<file path="config.mk">
export PLATFORM = sky130hd
export DESIGN_NAME = ccr_regs
export DESIGN_NICKNAME = d
export VERILOG_FILES = /design/src/inc/ccr_pkg.sv /design/src/verilog/ccr_field_unit.sv /design/src/verilog/ccr_regs.sv
export SDC_FILE = /design/constraint.sdc
export NUM_CORES = 1
export LEC_CHECK = 0
export BUFFER_PORTS_ARGS = -buffer_cell sky130_fd_sc_hd__buf_2
export CORE_AREA = 2 2 169 138
export CTS_BUF_LIST = sky130_fd_sc_hd__clkbuf_2
export DETAILED_ROUTE_END_ITERATION = 16
export DIE_AREA = 0 0 171 140
export GPL_TIMING_DRIVEN = 0
export PLACE_DENSITY_LB_ADDON = 0.15
export SLEW_MARGIN = 25
export SYNTH_ARGS = -nofsm -noshare
export SYNTH_HDL_FRONTEND = slang
export SYNTH_SLANG_ARGS = --single-unit
</file>
<file path="constraint.sdc">
create_clock -name clock_i -period 2.2 [get_ports clock_i]
set_input_delay 0 -clock clock_i [delete_from_list [all_inputs] [get_ports clock_i]]
set_output_delay 0 -clock clock_i [all_outputs]
set_load 0.01 [all_outputs]
</file>
<file path="src/inc/ccr_pkg.sv">
package ccr_pkg;

  // register bus geometry: byte addresses, one aligned 32-bit word per register
  localparam int unsigned CCR_ADDR_W = 8;
  localparam int unsigned CCR_DATA_W = 32;
  localparam int unsigned CCR_REG_W = 16;
  localparam int unsigned CCR_NREGS = 6;

  // printed register indices; byte address is four times the index
  localparam logic [5:0] CCR_IDX_CHAN1_GAIN_LOWER = 6'h12;
  localparam logic [5:0] CCR_IDX_CHAN2_CONFIG = 6'h13;
  localparam logic [5:0] CCR_IDX_CHAN2_OFFSET_UPPER = 6'h14;
  localparam logic [5:0] CCR_IDX_CHAN2_OFFSET_LOWER = 6'h15;
  localparam logic [5:0] CCR_IDX_CHAN2_GAIN_UPPER = 6'h16;
  localparam logic [5:0] CCR_IDX_CHAN2_GAIN_LOWER = 6'h17;
  localparam logic [5:0] CCR_IDX_FIRST = CCR_IDX_CHAN1_GAIN_LOWER;
  localparam logic [5:0] CCR_IDX_LAST = CCR_IDX_CHAN2_GAIN_LOWER;

  // slot numbers inside the bank, slot = index - first index
  localparam int unsigned CCR_SLOT_C1_GLO = 0;
  localparam int unsigned CCR_SLOT_C2_CFG = 1;
  localparam int unsigned CCR_SLOT_C2_OHI = 2;
  localparam int unsigned CCR_SLOT_C2_OLO = 3;
  localparam int unsigned CCR_SLOT_C2_GHI = 4;
  localparam int unsigned CCR_SLOT_C2_GLO = 5;

  // reset values per slot, slot 5 first
  localparam logic [CCR_NREGS-1:0][15:0] CCR_RESET = {
    16'h0000, 16'h8000, 16'h0000, 16'h0000, 16'h0000, 16'h0000
  };

  // writable bits per slot; zero bits are reserved and read as zero
  localparam logic [CCR_NREGS-1:0][15:0] CCR_WMASK = {
    16'hff00, 16'hffff, 16'hff00, 16'hffff, 16'hffc7, 16'hff00
  };

  // configuration word fields
  localparam int unsigned CCR_CFG_DELAY_MSB = 15;
  localparam int unsigned CCR_CFG_DELAY_LSB = 6;
  localparam int unsigned CCR_CFG_DC_OFF_BIT = 2;
  localparam int unsigned CCR_CFG_SEL_MSB = 1;
  localparam int unsigned CCR_CFG_SEL_LSB = 0;
  // lower registers keep their byte in bits 15:8
  localparam int unsigned CCR_LO_MSB = 15;
  localparam int unsigned CCR_LO_LSB = 8;

  // input selector codes
  localparam logic [1:0] CCR_SEL_OWN_PAIR = 2'h0;
  localparam logic [1:0] CCR_SEL_SHORTED = 2'h1;
  localparam logic [1:0] CCR_SEL_POS_TEST = 2'h2;
  localparam logic [1:0] CCR_SEL_NEG_TEST = 2'h3;

  // avalon response codes
  localparam logic [1:0] CCR_RESP_OKAY = 2'h0;
  localparam logic [1:0] CCR_RESP_SLVERR = 2'h2;

  typedef enum logic [1:0] {
    CCR_BUS_IDLE = 2'b00,
    CCR_BUS_ACK = 2'b01
  } ccr_bus_st_e;

  // calibration values handed to the channel datapath
  typedef struct packed {
    logic [9:0] chan2_delay_field;
    logic chan2_dc_removal_off;
    logic chan2_dc_removal_en;
    logic [1:0] chan2_input_select;
    logic [3:0] chan2_input_onehot;
    logic [23:0] chan2_offset;
    logic [23:0] chan2_gain;
    logic [7:0] chan1_gain_low;
  } ccr_cal_s;

endpackage

</file>
<file path="src/verilog/ccr_field_unit.sv">
`timescale 1ns/1ps

// one 16-bit register with byte-lane writes and hard-wired reserved bits
module ccr_field_unit
  import ccr_pkg::*;
#(
  parameter logic [15:0] RESET_VAL = 16'h0000,
  parameter logic [15:0] WR_MASK = 16'hffff
) (
  input wire logic clock_i,
  input wire logic rst_b_i,
  input wire logic ce_i,
  input wire logic wr_en_i,
  input wire logic [1:0] byteen_i,
  input wire logic [15:0] wdata_i,
  output logic [15:0] value_o
);

  typedef struct packed {
    logic [15:0] val;
  } ccr_fu_state_s;

  ccr_fu_state_s s_q;
  ccr_fu_state_s s_d;
  logic [15:0] lane_mask;

  assign lane_mask = {{8{byteen_i[1]}}, {8{byteen_i[0]}}};

  always_comb begin
    s_d = s_q;
    if (wr_en_i) begin
      s_d.val = ((s_q.val & ~lane_mask) | (wdata_i & lane_mask)) & WR_MASK;
    end
  end

  always_ff @(posedge clock_i) begin
    if (!rst_b_i) begin
      s_q.val <= RESET_VAL & WR_MASK;
    end else if (ce_i) begin
      s_q <= s_d;
    end
  end

  assign value_o = s_q.val;

endmodule // ccr_field_unit

</file>
<file path="src/verilog/ccr_regs.sv">
// Chosen here: the Avalon-MM interface to the registers.
`timescale 1ns/1ps

module ccr_regs
  import ccr_pkg::*;
(
  input wire logic clock_i,
  input wire logic rst_b_i,
  input wire logic ce_i,
  // avalon-mm slave
  input wire logic [CCR_ADDR_W-1:0] avs_address_i,
  input wire logic avs_read_i,
  input wire logic avs_write_i,
  input wire logic [CCR_DATA_W-1:0] avs_writedata_i,
  input wire logic [3:0] avs_byteenable_i,
  output logic [CCR_DATA_W-1:0] avs_readdata_o,
  output logic [1:0] avs_response_o,
  output logic avs_waitrequest_o,
  // global dc removal enable for channel 2, from same-clock logic
  input wire logic global_dc_removal_setting_i,
  output ccr_cal_s cal_o
);

  typedef struct packed {
    ccr_bus_st_e st;
    logic [CCR_DATA_W-1:0] rdata;
    logic [1:0] resp;
    logic hit;
    logic [2:0] slot;
    ccr_cal_s cal;
  } ccr_state_s;

  ccr_state_s s_q;
  ccr_state_s s_d;

  logic [CCR_NREGS-1:0][15:0] reg_val;
  logic [CCR_NREGS-1:0] reg_wr;
  logic [5:0] req_idx;
  logic req_hit;
  logic [2:0] req_slot;
  logic req_any;
  logic commit_wr;

  // word index of a byte address; the low two bits select no lane here
  function automatic logic [5:0] word_index(input logic [CCR_ADDR_W-1:0] addr);
    word_index = addr[7:2];
  endfunction

  function automatic logic in_bank(input logic [5:0] idx);
    in_bank = (idx >= CCR_IDX_FIRST) && (idx <= CCR_IDX_LAST);
  endfunction

  function automatic logic [2:0] slot_of(input logic [5:0] idx);
    logic [5:0] diff;
    diff = idx - CCR_IDX_FIRST;
    slot_of = diff[2:0];
  endfunction

  // one-hot view of the input selector for the front-end switches
  function automatic logic [3:0] sel_onehot(input logic [1:0] sel);
    logic [3:0] oh;
    oh = 4'h0;
    case (sel)
      CCR_SEL_OWN_PAIR: oh = 4'h1;
      CCR_SEL_SHORTED: oh = 4'h2;
      CCR_SEL_POS_TEST: oh = 4'h4;
      CCR_SEL_NEG_TEST: oh = 4'h8;
      default: oh = 4'h0;
    endcase
    sel_onehot = oh;
  endfunction

  assign req_idx = word_index(avs_address_i);
  assign req_hit = in_bank(req_idx);
  assign req_slot = slot_of(req_idx);
  assign req_any = avs_read_i || avs_write_i;

  // a write lands only on the edge where waitrequest is seen low
  assign commit_wr = ce_i && (s_q.st == CCR_BUS_ACK) && avs_write_i && s_q.hit;

  // offsets and lower gain reset to zero
  genvar g;
  generate
    for (g = 0; g < CCR_NREGS; g++) begin : g_reg
      assign reg_wr[g] = commit_wr && (s_q.slot == 3'(g));
      ccr_field_unit #(
        .RESET_VAL(CCR_RESET[g]),
        .WR_MASK(CCR_WMASK[g])
      ) u_field (
        .clock_i(clock_i),
        .rst_b_i(rst_b_i),
        .ce_i(ce_i),
        .wr_en_i(reg_wr[g]),
        .byteen_i(avs_byteenable_i[1:0]),
        .wdata_i(avs_writedata_i[15:0]),
        .value_o(reg_val[g])
      );
    end
  endgenerate

  always_comb begin
    logic [15:0] cfg;
    logic [15:0] rd16;
    cfg = reg_val[CCR_SLOT_C2_CFG];
    rd16 = 16'h0000;
    s_d = s_q;

    case (s_q.st)
      CCR_BUS_IDLE: begin
        if (req_any) begin
          s_d.st = CCR_BUS_ACK;
          s_d.hit = req_hit;
          s_d.slot = req_slot;
          if (req_hit) begin
            rd16 = reg_val[req_slot];
          end
          s_d.rdata = {16'h0000, rd16};
          s_d.resp = req_hit ? CCR_RESP_OKAY : CCR_RESP_SLVERR;
        end
      end
      CCR_BUS_ACK: begin
        s_d.st = CCR_BUS_IDLE;
      end
      default: begin
        s_d.st = CCR_BUS_IDLE;
      end
    endcase

    s_d.cal.chan2_delay_field = cfg[CCR_CFG_DELAY_MSB:CCR_CFG_DELAY_LSB];
    s_d.cal.chan2_dc_removal_off = cfg[CCR_CFG_DC_OFF_BIT];
    s_d.cal.chan2_dc_removal_en = global_dc_removal_setting_i && !cfg[CCR_CFG_DC_OFF_BIT];
    s_d.cal.chan2_input_select = cfg[CCR_CFG_SEL_MSB:CCR_CFG_SEL_LSB];
    s_d.cal.chan2_input_onehot = sel_onehot(cfg[CCR_CFG_SEL_MSB:CCR_CFG_SEL_LSB]);
    // offset low byte from bits 15:8
    s_d.cal.chan2_offset = {reg_val[CCR_SLOT_C2_OHI], reg_val[CCR_SLOT_C2_OLO][CCR_LO_MSB:CCR_LO_LSB]};
    // gain low byte from bits 15:8
    s_d.cal.chan2_gain = {reg_val[CCR_SLOT_C2_GHI], reg_val[CCR_SLOT_C2_GLO][CCR_LO_MSB:CCR_LO_LSB]};
    s_d.cal.chan1_gain_low = reg_val[CCR_SLOT_C1_GLO][CCR_LO_MSB:CCR_LO_LSB];
  end

  // the cal copy lags the registers by one cycle; it is reset to match them
  always_ff @(posedge clock_i) begin
    if (!rst_b_i) begin
      s_q.st <= CCR_BUS_IDLE;
      s_q.rdata <= 32'h0000_0000;
      s_q.resp <= CCR_RESP_OKAY;
      s_q.hit <= 1'b0;
      s_q.slot <= 3'h0;
      s_q.cal.chan2_delay_field <= 10'h000;
      s_q.cal.chan2_dc_removal_off <= 1'b0;
      s_q.cal.chan2_dc_removal_en <= 1'b0;
      s_q.cal.chan2_input_select <= CCR_SEL_OWN_PAIR;
      s_q.cal.chan2_input_onehot <= 4'h1;
      s_q.cal.chan2_offset <= {CCR_RESET[CCR_SLOT_C2_OHI], CCR_RESET[CCR_SLOT_C2_OLO][CCR_LO_MSB:CCR_LO_LSB]};
      s_q.cal.chan2_gain <= {CCR_RESET[CCR_SLOT_C2_GHI], CCR_RESET[CCR_SLOT_C2_GLO][CCR_LO_MSB:CCR_LO_LSB]};
      s_q.cal.chan1_gain_low <= CCR_RESET[CCR_SLOT_C1_GLO][CCR_LO_MSB:CCR_LO_LSB];
    end else if (ce_i) begin
      s_q <= s_d;
    end
  end

  assign avs_waitrequest_o = (s_q.st != CCR_BUS_ACK);
  assign avs_readdata_o = s_q.rdata;
  assign avs_response_o = s_q.resp;
  assign cal_o = s_q.cal;

endmodule // ccr_regs

</file>
==> metrics.csv <==
metric;value;unit
status;finished clean;
pre-CTS setup slack;0.3426;ns
CTS tree;built;
DRC;0;
Clock Sinks;165;
per-cell routed wire length;16.34;µm
Yosys cell types;37;
htree depth;4;
DRT Pass-1 Iters;4;
Synth Flop Type;dfxtp_1;
setup TNS after final layout;0;ns
Syn Area/Cell;10.54;µm²
Synthesis Warnings;0;
IO Count;159;
worst vdd ir;249.6;µV
Syn-to-layout area delta;21.56;%
Setup-failing EPs final;0;
GR Util All Layers;17.07;%
Final Routed Wirelength;20130;µm
startpoint types;primary input;
Post-CTS Hold Fix Bufs;32;
TritonCTS Buffers;17;
Power Total;5.308;mW
Final Cell Area;9290;µm²
Iter 0 DRT Violations;369;
initial antenna violation count;0;
RSZ-0062 raised after global routing;false;
Slew Viols, Final;0;
post-route setup slack;0.04405;ns
pin count of the biggest net entering global routing;17;
Hold Slack;0.1026;ns
CP Class;in -> reg;
number of global-route vias before repair;4987;
Layout Nets;963;
ant diodes;0;
Final period util;98.00;%
number of port buffers;120;
Worst-path clk slew;0.23;ns
sequential-to-total area share from yosys stat;43.22;%
DP Area;8686;µm²
number of enable flip-flop cells after synthesis;0;
PwrDens;571.3;nW/µm²
CP cell instances;dlygate4sd3_1 > buf_2 > or3b_1 > dlygate4sd3_1 > nor4_2 > dlygate4sd3_1 > a22oi_1 > nor2b_1;
CP max stage cell;dlygate4sd3_1;
CP arrival;2.83;ns
chip width;171;µm
Hold Vio Cnt, Final;0;
hold_sp;avs_writedata_i[7];
critical path peak fanout;3;
Worst-Skew Late Latency;0.74;ns
Hold Path Class;in -> reg;
full die area;23940;µm²
P_leak;4.049;nW
RePlAce Congestion;0.7626;
CTS resizes;0;
Max stage delay on crit path;0.67;ns
crit end category;register;
fraction of layout cells with a size suffix above 1;31.43;%
max cap viols;0;
Core Region;22190;µm²
first-pass GRT wire length;30480;µm
root buf cell;clkbuf_2;
asr flop ratio synth;0;%
#FFs+latches synth;165;
r2r startpoint;s_q[112]$_SDFFE_PN0P_;
Routed Antenna Nets;0;
FMAX;463.8;MHz
Final HPWL DP;14890;µm
synthesized area;7642;µm²
worst slew pin tran;0.8641;ns
Critical Path Source;avs_address_i[5];
CP Data Required Time;2.87;ns
post-CTS setup buffers;0;
Max-slew headroom;42.40;%
skew final;0.03094;ns
Synth Instances;725;
Die Ht;140;µm
vias;5282;
Clock Path Buffers;2;
global route total overflow;0;
via/cell ratio;4.287;
R2R Setup Slk;0.32;ns
Initial Util;34.43;%
min Tclk post-route;2.156;ns
# rows;49;
CP dominant cell by count;dlygate4sd3_1;
-- placed cells by master (no fill, tap or decap), types with 2 or more instances in the layout --
cell type        n
buf_2          133
nor2b_1        152
nand3_1          3
a31oi_1          5
nand2b_1         6
clkbuf_1        22
dlygate4sd3_1   33
clkinv_2         4
inv_1            2
nor2_1           4
dfxtp_1        165
clkbuf_2        18
a21oi_1          9
a22o_1          13
clkinvlp_4       3
buf_4          108
o22ai_1          5
mux2i_1        150
nand2_1          8
o21ai_0          4
buf_1            5
a21boi_0         9
and2_1           7
nor3_4           7
o2bb2ai_1        3
bufinv_16        4
nand3b_1         4
mux4_2           7
conb_1          17
-- registers in the layout, indices dropped and copies added, names as in the netlist --
register,count
avs_readdata_o,16
cal_o,74
g.u_field.value_o,69
s_q,5
avs_response_o,1
-- power by group --
part	total (mW)	leakage, nW	internal [mW]	switching (mW)
sequential	3.02	1.33	3.01	0.00954
clock	1.86	0.158	0.743	1.11
combinational	0.434	2.56	0.200	0.234
-- final timing paths --
kind                                                                 end  cells past startpoint
worst max register to register            avs_readdata_o[2]$_SDFFE_PN0P_                      5
worst max-delay path                      avs_readdata_o[2]$_SDFFE_PN0P_                      8
worst min register to register                    cal_o[57]$_SDFFE_PN0P_                      2
worst min-delay path            g_reg[4].u_field.value_o[7]$_SDFFE_PN0P_                      4
-- metal layers --
| metal | global-route usage (%) | routed length [µm] |
|---|---|---|
| met5 | 0 | 0 |
| met4 | 2.944 | 126 |
| met3 | 3.786 | 1068 |
| met2 | 24.15 | 8221 |
| met1 | 26.49 | 10720 |
-- synth_stat cells, types with 6 or more instances --
cell type / count / area [µm²]
a21boi_0: 9 / 67.56
a21oi_1: 9 / 45.04
a22o_1: 13 / 113.9
and2_1: 7 / 43.79
buf_2: 13 / 65.06
buf_4: 108 / 810.8
clkbuf_1: 22 / 82.58
dfxtp_1: 165 / 3303
mux2i_1: 150 / 1501
mux4_2: 7 / 157.7
nand2_1: 8 / 30.03
nand2b_1: 6 / 37.54
nor2b_1: 152 / 950.9
nor3_4: 7 / 113.9
-- critical path, delay by kind of cell --
| kind | cells | cell delay (ns) |
|---|---|---|
| AOI/OAI and AO/OA | 1 | 0.09 |
| buffers and inverters | 4 | 1.95 |
| and+or+nand+nor | 3 | 0.79 |
-- final cells by class --
type                       instances  area [µm²]
multi-input combinational        426        3415
timing repair buffer             153       930.9
buffer                           148       977.2
clock buffer                      18       90.09
sequential                       165        3303
clock inverter                    14       183.9
inverter                           2       7.507
tap                              306       382.9
fill                            2287       12900
-- cell families (layout without fill, tap and decap cells) --
family                 after synthesis  count (layout)  share of synthesized area (%)
buffers and inverters              150             335                          12.88
other                                1              17                        0.04907
flip-flops                         165             165                          43.22
AND/OR/NAND/NOR                    200             200                          17.24
multiplexers                       158             158                          21.86
AO/OA/AOI/OAI                       51              51                          4.748
-- per-stage QoR --
step	util, %	instances
floorplan	-	741
global route	41.86	1232
detailed placement	39.14	1167
CTS	41.81	1231
finish	41.86	1232
global placement	39.14	1167
No activity file was read; power rests on OpenSTA's default activity.
